--- config.mk ---
export PLATFORM = sky130hd
export DESIGN_NAME = atx_exec
export DESIGN_NICKNAME = d
export VERILOG_FILES = /design/src/rtl/atx_pkg.sv /design/src/rtl/atx_alu.sv /design/src/rtl/atx_agu.sv /design/src/rtl/atx_exec.sv
export SDC_FILE = /design/constraint.sdc
export NUM_CORES = 2
export LEC_CHECK = 0
export BUFFER_PORTS_ARGS = -buffer_cell sky130_fd_sc_hd__buf_2
export CORE_MARGIN = 5
export CORE_UTILIZATION = 35
export DETAILED_ROUTE_END_ITERATION = 12
export GPL_TIMING_DRIVEN = 0
export PLACE_DENSITY = 0.47
export SLEW_MARGIN = 20
export SYNTH_ARGS = -nofsm -noshare
export SYNTH_HDL_FRONTEND = slang
export SYNTH_SLANG_ARGS = --single-unit
--- constraint.sdc ---
create_clock -name ref_clk -period 7.5 [get_ports ref_clk]
set_input_delay 0.75 -clock ref_clk [delete_from_list [all_inputs] [get_ports ref_clk]]
set_output_delay 0.75 -clock ref_clk [all_outputs]
set_load 0.01 [all_outputs]
--- src/rtl/atx_pkg.sv ---
// constants and types shared by the add-two execute block
//----------------------------------------------------------
// Overview of operation
// RULE1: decode file form by fixed opcode prefix
// RULE2: file address spans zero through 8191
// RULE3: read file operand, add two, deliver sum
// RULE4: direction bit zero to work reg, else memory
// RULE5: width bit zero word, one byte
// RULE6: update digit carry, sign, excess, zero, carry
// RULE7: decode register form, destination mode and number
// RULE8: fetch source, add two, store to destination
// RULE9: one instruction word, one instruction cycle
// RULE10: slow special registers may stretch the cycle
// RULE11: default work register is register zero
// RULE12: byte ops touch one byte; pointers step 1/2
//----------------------------------------------------------
package atx_pkg;
    // opcode prefixes, bits 23..15
    localparam logic [8:0] OPC_FILE = 9'h1d9;
    localparam logic [8:0] OPC_WFORM = 9'h1d1;
    // field positions
    localparam int OPC_LSB = 15;
    localparam int BYTE_BIT = 14;
    localparam int DIR_BIT = 13;
    localparam int FADR_W = 13;
    localparam int DMOD_LSB = 11;
    localparam int DREG_LSB = 7;
    localparam int SMOD_LSB = 4;
    localparam int SREG_LSB = 0;
    // arithmetic constants
    localparam logic [15:0] ADD_K = 16'h0002;
    localparam logic [15:0] STEP_BYTE = 16'h0001;
    localparam logic [15:0] STEP_WORD = 16'h0002;
    // status word image flag positions
    localparam int FLG_C = 0;
    localparam int FLG_Z = 1;
    localparam int FLG_AX = 2;
    localparam int FLG_N = 3;
    localparam int FLG_DGC = 8;
    // register offsets on the bus
    localparam logic [11:0] OFS_CTRL = 12'h000;
    localparam logic [11:0] OFS_STAT = 12'h004;
    localparam logic [11:0] OFS_INFO = 12'h008;
    localparam logic [5:0] OFS_WWIN = 6'h01;
    // reset values
    localparam logic [15:0] STAT_RST = 16'h0000;
    localparam logic CTRL_HALT_RST = 1'b0;
    localparam logic [15:0] W_RST = 16'h0000;
    // addressing modes
    typedef enum logic [2:0] {
        AM_DIRECT = 3'b000,
        AM_IND = 3'b001,
        AM_POST_DEC = 3'b010,
        AM_POST_INC = 3'b011,
        AM_PRE_DEC = 3'b100,
        AM_PRE_INC = 3'b101
    } atx_mode_e;
    // execute sequencer states
    typedef enum logic [1:0] {
        ST_IDLE = 2'b00,
        ST_READ = 2'b01,
        ST_EXEC = 2'b10,
        ST_WRITE = 2'b11
    } atx_st_e;
endpackage

--- src/rtl/atx_alu.sv ---
// add-two adder with status flag generation
`timescale 1ns/100ps
module atx_alu import atx_pkg::*; (
    // operand
    input wire logic [15:0] opnd,
    input wire logic byte_op,
    // result and flags
    output logic [15:0] res,
    output logic fc,
    output logic fz,
    output logic fov,
    output logic fn,
    output logic fdc
);
    logic [16:0] sw;
    logic [8:0] sb;
    logic [4:0] sn;

    // both widths computed, width bit picks
    assign sw = {1'b0, opnd} + {1'b0, ADD_K};
    assign sb = {1'b0, opnd[7:0]} + {1'b0, ADD_K[7:0]};
    assign sn = {1'b0, opnd[3:0]} + {1'b0, ADD_K[3:0]};

    // flags follow selected width
    always_comb begin
        fdc = sn[4]; // see RULE6
        if (byte_op) begin
            res = {opnd[15:8], sb[7:0]}; // see RULE12
            fc = sb[8];
            fz = (sb[7:0] == 8'h00);
            fn = sb[7];
            fov = ~opnd[7] & sb[7]; // adding positive two
        end else begin
            res = sw[15:0];
            fc = sw[16];
            fz = (sw[15:0] == 16'h0000);
            fn = sw[15];
            fov = ~opnd[15] & sw[15];
        end
    end
endmodule // atx_alu

--- src/rtl/atx_agu.sv ---
// address generator for direct and indirect operands
`timescale 1ns/100ps
module atx_agu import atx_pkg::*; (
    // request
    input wire logic [2:0] mode,
    input wire logic [15:0] ptr,
    input wire logic byte_op,
    // address and pointer update
    output logic [15:0] ea,
    output logic [15:0] ptr_new,
    output logic upd,
    output logic is_reg
);
    logic [15:0] step;

    // pointers move by the operand size
    assign step = byte_op ? STEP_BYTE : STEP_WORD; // see RULE12

    // mode decode; reserved codes act as plain indirect
    always_comb begin
        ea = ptr;
        ptr_new = ptr;
        upd = 1'b0;
        is_reg = 1'b0;
        unique case (atx_mode_e'(mode))
            AM_DIRECT: is_reg = 1'b1;
            AM_IND: upd = 1'b0;
            AM_POST_DEC: begin
                ptr_new = ptr - step;
                upd = 1'b1;
            end
            AM_POST_INC: begin
                ptr_new = ptr + step;
                upd = 1'b1;
            end
            AM_PRE_DEC: begin
                ptr_new = ptr - step;
                ea = ptr - step;
                upd = 1'b1;
            end
            AM_PRE_INC: begin
                ptr_new = ptr + step;
                ea = ptr + step;
                upd = 1'b1;
            end
            default: upd = 1'b0;
        endcase
    end
endmodule // atx_agu

--- src/rtl/atx_exec.sv ---
// add-two instruction decode and execute unit with bus registers
//
// The placing of the registers and register access over APB were left to the implementer.
`timescale 1ns/100ps
module atx_exec import atx_pkg::*; (
    // clock, reset, enable
    input wire logic ref_clk,
    input wire logic rst_n,
    input wire logic ce,
    // instruction stream
    input wire logic ins_valid,
    input wire logic [23:0] ins_word,
    output logic ins_ready,
    output logic ins_done,
    output logic ins_illegal,
    // data memory port
    output logic [15:0] dm_addr,
    output logic dm_rd,
    output logic dm_wr,
    output logic [1:0] dm_be,
    output logic [15:0] dm_wdata,
    input wire logic [15:0] dm_rdata,
    input wire logic dm_ack,
    // apb slave
    input wire logic [11:0] paddr,
    input wire logic psel,
    input wire logic penable,
    input wire logic pwrite,
    input wire logic [31:0] pwdata,
    output logic [31:0] prdata,
    output logic pready,
    output logic pslverr
);
    //------------------------------------------------------
    // state
    //------------------------------------------------------
    typedef struct packed {
        atx_st_e st;
        logic [15:0][15:0] w;
        logic [15:0] stat;
        logic halt;
        logic [15:0] cnt;
        logic [15:0] opnd;
        logic [23:0] ins;
        logic ins_rdy;
        logic done;
        logic illegal;
        logic [15:0] dm_addr;
        logic [15:0] dm_wdata;
        logic [1:0] dm_be;
        logic dm_rd;
        logic dm_wr;
        logic [31:0] prdata;
        logic pready;
        logic pslverr;
    } atx_core_s;

    atx_core_s q;
    atx_core_s n;

    //------------------------------------------------------
    // helpers
    //------------------------------------------------------
    function automatic logic is_file(logic [23:0] i);
        return i[23:OPC_LSB] == OPC_FILE;
    endfunction

    function automatic logic is_wform(logic [23:0] i);
        return i[23:OPC_LSB] == OPC_WFORM;
    endfunction

    // pick the addressed byte lane of a read
    function automatic logic [15:0] lane_rd(logic [15:0] d,
            logic odd, logic b);
        if (!b) begin
            return d;
        end
        return {8'h00, odd ? d[15:8] : d[7:0]};
    endfunction

    // byte ops leave the other byte of a register alone
    function automatic logic [15:0] merge(logic [15:0] old,
            logic [15:0] r, logic b);
        return b ? {old[15:8], r[7:0]} : r;
    endfunction

    logic b_cur;
    logic [3:0] s_idx;
    logic [3:0] d_idx;
    logic [15:0] res;
    logic fc, fz, fov, fn, fdc;
    logic [15:0] s_ea, s_new, d_ea, d_new;
    logic s_upd, s_reg, d_upd, d_reg;
    logic [15:0] d_ptr;
    logic bus_hit;
    logic [31:0] bus_rd;

    assign b_cur = q.ins[BYTE_BIT];
    assign s_idx = ins_word[SREG_LSB +: 4];
    assign d_idx = q.ins[DREG_LSB +: 4];
    // destination pointer sees any source pointer update
    assign d_ptr = q.w[d_idx];

    // adder with flags
    atx_alu u_alu (
        .opnd(q.opnd),
        .byte_op(b_cur),
        .res(res),
        .fc(fc),
        .fz(fz),
        .fov(fov),
        .fn(fn),
        .fdc(fdc)
    );

    // source operand address from the incoming word
    atx_agu u_src (
        .mode(ins_word[SMOD_LSB +: 3]),
        .ptr(q.w[s_idx]),
        .byte_op(ins_word[BYTE_BIT]),
        .ea(s_ea),
        .ptr_new(s_new),
        .upd(s_upd),
        .is_reg(s_reg)
    );

    // destination address from the held word
    atx_agu u_dst (
        .mode(q.ins[DMOD_LSB +: 3]),
        .ptr(d_ptr),
        .byte_op(b_cur),
        .ea(d_ea),
        .ptr_new(d_new),
        .upd(d_upd),
        .is_reg(d_reg)
    );

    //------------------------------------------------------
    // bus read mux
    //------------------------------------------------------
    always_comb begin
        bus_hit = 1'b1;
        bus_rd = 32'h0000_0000;
        if (paddr[11:6] == OFS_WWIN && paddr[1:0] == 2'b00) begin
            bus_rd = {16'h0000, q.w[paddr[5:2]]};
        end else if (paddr == OFS_CTRL) begin
            bus_rd = {31'h0000_0000, q.halt};
        end else if (paddr == OFS_STAT) begin
            bus_rd = {16'h0000, q.stat};
        end else if (paddr == OFS_INFO) begin
            bus_rd = {q.cnt, 14'h0000, q.st};
        end else begin
            bus_hit = 1'b0;
        end
    end

    //------------------------------------------------------
    // next state
    //------------------------------------------------------
    always_comb begin
        n = q;
        n.done = 1'b0;
        n.illegal = 1'b0;
        n.pready = 1'b0;
        n.pslverr = 1'b0;
        // one wait cycle, write lands on the completing edge
        if (psel && penable && !q.pready) begin
            n.pready = 1'b1;
            n.prdata = bus_rd;
            n.pslverr = ~bus_hit;
        end
        if (psel && penable && q.pready && pwrite && !q.pslverr) begin
            if (paddr == OFS_CTRL) begin
                n.halt = pwdata[0];
            end else if (paddr == OFS_STAT) begin
                n.stat = pwdata[15:0];
            end
        end
        unique case (q.st)
            ST_IDLE: begin
                if (q.ins_rdy && ins_valid) begin
                    n.ins = ins_word;
                    if (is_file(ins_word)) begin // see RULE1
                        // full 13-bit near space, zero extended
                        n.dm_addr = {3'b000, ins_word[FADR_W-1:0]}; // see RULE2
                        n.dm_rd = 1'b1; // see RULE3
                        n.st = ST_READ;
                    end else if (is_wform(ins_word)) begin // see RULE7
                        if (s_reg) begin
                            n.opnd = lane_rd(q.w[s_idx], 1'b0,
                                ins_word[BYTE_BIT]); // see RULE8
                            n.st = ST_EXEC;
                        end else begin
                            n.dm_addr = s_ea;
                            n.dm_rd = 1'b1;
                            n.st = ST_READ;
                            if (s_upd) begin
                                n.w[s_idx] = s_new; // see RULE12
                            end
                        end
                    end else begin
                        // not ours; consumed and flagged
                        n.illegal = 1'b1;
                        n.done = 1'b1;
                    end
                end
            end
            ST_READ: begin
                // slow special registers simply hold off the ack
                if (dm_ack) begin // see RULE10
                    n.dm_rd = 1'b0;
                    n.opnd = lane_rd(dm_rdata, q.dm_addr[0], b_cur); // see RULE5
                    n.st = ST_EXEC;
                end
            end
            ST_EXEC: begin
                n.stat[FLG_C] = fc; // see RULE6
                n.stat[FLG_Z] = fz;
                n.stat[FLG_AX] = fov;
                n.stat[FLG_N] = fn;
                n.stat[FLG_DGC] = fdc;
                n.cnt = q.cnt + 16'h0001;
                n.st = ST_IDLE;
                n.done = 1'b1; // see RULE9
                if (is_file(q.ins)) begin
                    if (!q.ins[DIR_BIT]) begin // see RULE4
                        n.w[0] = merge(q.w[0], res, b_cur); // see RULE11
                    end else begin
                        n.dm_wr = 1'b1;
                        n.st = ST_WRITE;
                        n.done = 1'b0;
                    end
                end else if (d_reg) begin
                    n.w[d_idx] = merge(q.w[d_idx], res, b_cur); // see RULE8
                end else begin
                    n.dm_addr = d_ea;
                    n.dm_wr = 1'b1;
                    n.st = ST_WRITE;
                    n.done = 1'b0;
                    if (d_upd) begin
                        n.w[d_idx] = d_new;
                    end
                end
                // byte writes replicate data and strobe one lane
                n.dm_wdata = b_cur ? {res[7:0], res[7:0]} : res;
                n.dm_be = !b_cur ? 2'b11 :
                    (n.dm_addr[0] ? 2'b10 : 2'b01); // see RULE12
            end
            ST_WRITE: begin
                if (dm_ack) begin
                    n.dm_wr = 1'b0;
                    n.done = 1'b1;
                    n.st = ST_IDLE;
                end
            end
        endcase
        n.ins_rdy = (n.st == ST_IDLE) && !n.halt;
    end

    // single register stage; ce freezes everything
    always_ff @(posedge ref_clk or negedge rst_n) begin
        if (!rst_n) begin
            q <= '0;
        end else if (ce) begin
            q <= n;
        end
    end

    //------------------------------------------------------
    // outputs
    //------------------------------------------------------
    assign ins_ready = q.ins_rdy;
    assign ins_done = q.done;
    assign ins_illegal = q.illegal;
    assign dm_addr = q.dm_addr;
    assign dm_rd = q.dm_rd;
    assign dm_wr = q.dm_wr;
    assign dm_be = q.dm_be;
    assign dm_wdata = q.dm_wdata;
    assign prdata = q.prdata;
    assign pready = q.pready;
    assign pslverr = q.pslverr;

    logic take;
    logic ex_file;
    assign take = q.ins_rdy && ins_valid;
    assign ex_file = q.st == ST_EXEC && is_file(q.ins);
endmodule // atx_exec

======== After elaboration in Yosys (flattened, before gate mapping) ========
Index checks and enable logic that the tools add are counted.
cells by class
  add/subtract/negate cells ............... 8
  $lt $le $gt $ge ......................... 5
  equality and inequality tests ........... 36
  mux-type cells .......................... 113
  bitwise operators ....................... 6
  reduce and logical (&&, ||, !) cells .... 45
operator list
  kind                                            count
  2-to-1 mux 256 bit                              5
  bitwise mux 256 bit                             3
  2-to-1 mux 258 bit                              2
  one-hot mux 256 bit (2 select lines)            1
  2-to-1 mux 16 bit                               25
  2-to-1 mux 240 bit                              1
  binary-select mux 16 bit (select 4 bit)         3
  one-hot mux 16 bit (2 select lines)             6
  demux 16 bit (select 4 bit)                     2
  2-to-1 mux 32 bit                               4
  2-to-1 mux 40 bit                               1
  2-to-1 mux 1 bit                                36
  adder 16 bit                                    2
  subtractor 16 bit                               2
  2-to-1 mux 2 bit                                14
  == test 9 bit (second input constant)           3
  != test 2 bit (second input constant)           10
  2-to-1 mux 18 bit                               1
  2-to-1 mux 9 bit                                2
  != test 3 bit (second input constant)           6
  AND reduction 9 bit                             2
  adder 16 x 2 -> 17 bit (second input constant)  1
  adder 16 x 1 -> 16 bit (second input constant)  1
  logical NOT 16 bit                              1
  38 further kinds                                79
word-level totals
  register bits ........................... 404
  input bits .............................. 92
  output and inout bits ................... 73
  logic and storage cells ................. 249

======== Logic depth before layout (Yosys ltp) ========
  depth in word-level cells ............... 13
  depth in mapped cells ................... 21
  depth with buffers taken out ............ 13

======== Modules after synthesis ========
Synthesis repeated with hierarchy kept, for this count alone.
unflattened totals
  cells, all modules ...................... 2682
  area total of the unflattened synthesis .. 28412.2 um^2
modules (own cells, without submodules)
  module    times used  cells an instance  area each (um^2)  seq. area each (um^2)
  atx_exec  1           2321               26027.5           9934.5
  atx_agu   2           142                942.2             0.0
  atx_alu   1           77                 500.5             0.0

======== Worst setup path before layout ========
OpenSTA, ideal clock, no wires.
  kind .................................... flip-flop to flip-flop
  start point ............................. reg q, in the netlist d_idx[0]
  end point ............................... reg q[302] in the netlist's numbering
  library setup time ...................... 127 ps
  arrival time ............................ 5319 ps
  data required time ...................... 7373 ps
  slack ................................... 2054 ps
  stages on the path, launching flop included .. 21
  path buffers ............................ 8
  period minus slack after synthesis ...... 5446 ps
  cells stage by stage .................... dfrtp_1 > buf_4 > buf_6 > buf_6 > buf_4 > buf_4 > buf_2 > mux4_2 > mux4_2 > inv_1 > ha_1 > inv_1 > fa_1 > or3_4 > or4_4 > buf_6 > o41ai_2 > o311ai_1 > a211oi_4 > buf_8 > o21ai_2
on the way
  word-level cells in the longest chain between the ends .. 9
  elaborated cells between the ends (all ways) .. 17
  those cells by class .................... add/sub (2); order compare (2); mux (12); reduce/logical (1)
RTL lines
  element                                                                             line                                               source
  from (decl)                                                                         atx_exec.sv:58                                     atx_core_s q;
  from (signal assigned)                                                              atx_exec.sv:265                                    q <= n;
  binary-select mux 16 bit (select 4 bit) (tied with other cells)                     atx_exec.sv:102, atx_exec.sv:234
  2-to-1 mux 16 bit (not written as such) or logical AND 1 bit (tied branches)        atx_exec.sv:102, atx_exec.sv:234, atx_exec.sv:241
  adder 16 bit (tied with other cells)                                                atx_agu.sv:33, atx_agu.sv:42
  one-hot mux 16 bit (2 select lines) or demux 16 bit (select 4 bit) (tied branches)  atx_agu.sv:25, atx_exec.sv:234, atx_exec.sv:241
  bitwise mux 256 bit                                                                 atx_exec.sv:241                                    n.w[d_idx] = d_new;
  2-to-1 mux 256 bit                                                                  atx_exec.sv:240                                    if (d_upd) begin
  2-to-1 mux 256 bit *                                                                atx_exec.sv:233                                    end else if (d_reg) begin
  2-to-1 mux 240 bit *                                                                atx_exec.sv:225                                    if (is_file(q.ins)) begin
  one-hot mux 256 bit (2 select lines) *                                              atx_exec.sv:179                                    unique case (q.st)
Mark *: on every way between the ends. The rest lies on a longest branch, timed or not. The select of a mux whose other input is x is not followed.
A chain may end at the register's enable or synchronous reset.

======== Worst setup path in the final report ========
  start point ............................. in ins_word[1]
  end point ............................... reg q[320] in the netlist's numbering
on the way
  word-level cells in the longest chain between the ends .. 11
  elaborated cells between the ends (all ways) .. 17
  those cells by class .................... add/sub (2); order compare (2); mux (12); reduce/logical (1)
RTL lines
  element                                                                             line                              source
  from (decl)                                                                         atx_exec.sv:12                    input wire logic [23:0] ins_word,
  binary-select mux 16 bit (select 4 bit) (tied with other cells)                     atx_exec.sv:119                   .ptr(q.w[s_idx]),
  2-to-1 mux 16 bit (not written as such) or logical AND 1 bit (tied branches)        atx_exec.sv:119, atx_exec.sv:198
  adder 16 bit (tied with other cells)                                                atx_agu.sv:33, atx_agu.sv:42
  one-hot mux 16 bit (2 select lines) or demux 16 bit (select 4 bit) (tied branches)  atx_agu.sv:25, atx_exec.sv:198
  bitwise mux 256 bit *                                                               atx_exec.sv:198                   n.w[s_idx] = s_new;
  2-to-1 mux 256 bit *                                                                atx_exec.sv:197                   if (s_upd) begin
  2-to-1 mux 256 bit *                                                                atx_exec.sv:189                   if (s_reg) begin
  2-to-1 mux 258 bit *                                                                atx_exec.sv:188                   end else if (is_wform(ins_word)) begin
  2-to-1 mux 256 bit *                                                                atx_exec.sv:183                   if (is_file(ins_word)) begin
  2-to-1 mux 258 bit *                                                                atx_exec.sv:181                   if (q.ins_rdy && ins_valid) begin
  one-hot mux 256 bit (2 select lines) *                                              atx_exec.sv:179
Marked as above.

==> impl_summary.txt <==
----------------------------------------------------
[STA]
  Sum of negative setup slack ... -99.9 ps
  Final Slew Violations ... 0
  Setup ws final ... -16.1 ps
  Hold Violations, Final ... 0
  Setup violators final ... 13
  Layout Skew ... 23.8 ps
  Setup repair after global routing missed its margin ... false
  Transition time at the pin with the least slew margin ... 1200 ps
  Min cycle time layout ... 7520 ps
  Slew Limit Headroom ... 19.9%
  Fmax ... around 130 MHz
  Final cycle utilization of the critical path ... 100%

[Floorplanning]
  Die Width ... 290 µm
  Core region area ... 77700 µm²
  # IOs ... 165
  Die outline height ... 290 µm
  Num rows ... around 100
  Die area ... 84300 µm²
  Initial standard-cell utilization of the core ... between 30% and 40%

[Clocking]
  Clock tree root buffer cell ... clkbuf_16
  Number of sinks handled by clock tree synthesis ... 397
  Number of H-tree branching levels ... 2
  TritonCTS Buffers ... 50
  CTS tree ... done
  Maximum buffer depth of the clock tree ... 3
  Clk pin slew, worst setup/hold paths ... 60 ps
  Clock network latency to the later pin of the worst-skew pair ... 610 ps
  Hold buffer count at cts ... 0

[Synth]
  Async set-reset flop share out of synthesis ... 100%
  Total standard cell area after synthesis ... between 20000 and 30000 µm²
  Biggest area consumer among synthesized cells ... dfrtp_1
  Sequential fraction of the synthesis area ... 36.1%
  Mean instance size in the synthesized netlist ... 10.2 µm²
  Top cell type's share of synthesized area ... around 36%
  Post-synth cell types ... 87
  Number of flip-flops and latches in the synthesized netlist ... roughly 400
  EDFF count, synth ... 0
  Most used flip-flop cell after synthesis ... dfrtp_1
  YS warnings ... 0
  Most instantiated library cell after synthesis ... dfrtp_1
  Ranking of synthesized cells by instance count ... 397 x dfrtp_1, 371 x nand2_1, 212 x mux4_2
  Ranking of synthesized cells by area ... dfrtp_1 36%, mux4_2 17%, o221ai_1 6.3%, nand2_1 5.1%, o21ai_0 2.3%
  Nets in the synthesized netlist ... between 2000 and 3000
  Synthesized instance count ... 2687

[Final layout]
  Layout net count ... 2997
  Area added between synthesis and finish ... 13.9%
  Fraction of layout cells with a size suffix above 1 ... 22.3%
  Final core utilization ... ~40%
  Total of fill cells in the finished design ... 7718
  Design Area, Final ... 31300 µm²

[Detailed routing]
  Average routed wire per standard cell ... 33.5 µm
  DRT Wirelength ... 133000 µm
  Iter 0 DRT Violations ... roughly 3400
  Vias per cell ... 6.51
  Remaining design rule violation count ... 0
  Vias after detailed routing ... 25900
  Final antenna-violating net count ... 0
  Router iterations before antenna repair ... 6

[GRT]
  Maximum number of pins on one net before global-route repair ... 93
  Vias in the first global route ... about 25000
  Global-route wire length before repair ... 189000 µm
  Global route total overflow ... 0
  Overall global routing resource usage ... 30.4%
  Number of antenna violations at the first check in global routing ... 3

[Pwr]
  Leakage component of the power ... 12.3 nW
  Cell internal power dissipation ... about 5.6 mW
  Switching power as a share of total power ... 45.3%
  Design Power ... 10.2 mW
  Combinational power share ... 45.5%
  Net switching power of the design ... 4.63 mW
  Clock share of power ... 23.5%
  Power Density ... 326 nW/µm²
  Proportion of power drawn by flip-flops and latches ... 31.0%
  Worst IR Drop VDD ... roughly 180 µV

[Critical path]
  Worst Path Class, Setup ... in2reg
  Worst Path Required ... 7970 ps
  Critical Path Source Type ... input port
  Critical Path End Type ... flip-flop
  Arrival time at the worst endpoint ... 7980 ps
  Crit-path max FO ... 19

[Placed design]
  DPL Wire Length ... 106000 µm
  Cell Area, Placed ... 29700 µm²
  # port buffers ... 140
  Global placement routability congestion ... 0.997

[Run status]
  Outcome ... complete, but fails checks
  Violations in the final reports ... negative setup slack

[Flow run]
  Max capacitance violation total ... 0

[Worst hold path]
  Hold WC Path Type ... in2async

----------------------------------------------------
==> placed cells by master, fill, tap and decap left out, drive strengths merged, types with 27 or more instances in the layout <==
cell type,count
a21oi,85
a22o,32
buf,284
clkbuf,242
dfrtp,397
inv,27
mux2,33
mux4,215
nand2,371
nand3,80
nand4,30
nor2,151
nor3,33
o21a,80
o21ai,148
o21bai,28
o221ai,199
xnor2,48
==> area by class of cell <==
| cell class | count | area, µm² | area share, % |
|---|---|---|---|
| buffer | 301 | 1520 | 4.85 |
| multi-input combinational | 1960 | 16000 | 51.1 |
| sequential | 397 | 9930 | 31.7 |
| clock inverter | 16 | 119 | 0.379 |
| tap | 1040 | 1300 | 4.15 |
| timing repair buffer | 150 | 870 | 2.77 |
| inverter | 27 | 101 | 0.323 |
| antenna | 3 | 7.51 | 0.0240 |
| clock buffer | 75 | 1470 | 4.68 |
==> logic make-up after synthesis <==
family                   after synthesis  share of synthesized area, %
flip-flops                           397                          36.1
AND/OR/NAND/NOR                      818                          13.9
buffers and inverters                330                          5.89
AO/OA/AOI/OAI                        788                          21.2
multiplexers                         269                          19.8
XOR/XNOR                              67                          2.13
adder cells (fa/ha/maj)               18                         0.928
==> repair_timing <==
| item | CTS | global route |
|---|---|---|
| endpoints found under the setup margin | 72 | 0 |
| gates resized for setup | 1 | 0 |
| setup buffers | 0 | 0 |
==> state kept, by name (all words and copies together), names as in the netlist <==
register / flops
dm_rd: 1
dm_addr: 16
d_idx: 4
pready: 1
dm_wdata: 16
ins_illegal: 1
dm_be: 2
ins_ready: 1
b_cur: 1
dm_wr: 1
pslverr: 1
q: 319
prdata: 32
ins_done: 1
==> path summary, 6_finish.rpt <==
| kind | start | endpoint | slack [ps] | cells after the start |
|---|---|---|---|---|
| worst max-delay path | ins_word[1] | q[320]$_DFFE_PN0P_ | -20 | 16 |
| worst min-delay path | rst_n | q[93]$_DFFE_PN0P_ | 80 | 1 |
| worst max register to register | d_idx[1]$_DFFE_PN0P_ | q[241]$_DFFE_PN0P_ | 240 | 17 |
| worst min register to register | dm_wdata[11]$_DFFE_PN0P_ | dm_wdata[11]$_DFFE_PN0P_ | 470 | 2 |
| max in group asynchronous | rst_n | q[222]$_DFFE_PN0P_ | 5610 | 4 |
| min in group ref_clk | pwdata[7] | q[137]$_DFFE_PN0P_ | 390 | 2 |
==> worst max-delay path: stages <==
cell,delay [ps]
clkbuf_1,730
buf_2,480
buf_2,760
buf_1,880
mux4_2,480
mux4_2,620
inv_1,230
ha_1,190
inv_1,50
fa_1,480
or3_1,390
o22ai_1,460
a21boi_0,260
nor2_1,670
buf_2,370
o211ai_1,140
==> power by group through the flow <==
stage / clock network [mW] / logic (mW) / registers, mW
final: 2.41 / 4.65 / 3.17
after global routing: 2.52 / 4.87 / 3.21
after CTS: 2.45 / 4.54 / 3.14
after detailed placement: 0 / 4.51 / 3.17
after floorplan: 0 / 2.85 / 2.91
after global placement: 0 / 4.47 / 3.14
==> metrics by stage <==
step | hold WS (ps) | setup slack, ps | cells
after floorplan | 440 | 2050 | 2687
after global placement | 462 | -2690 | 3867
after detailed placement | 468 | -966 | 3877
after CTS | 70.1 | 229 | 3966
after global routing | 105 | 43.1 | 3966
final | 77.7 | -16.1 | 3969
==> per-layer routing <==
layer	GRT usage [%]	part of all wire, %	vias to the layer above
met4	12.1	5.2	2
met5	0.170	0.013	-
met1	39.6	39	13300
met3	7.36	9.4	313
met2	49.2	46	1499
li1	-	-	10800
Note: power is estimated with default switching activity, not from simulation.
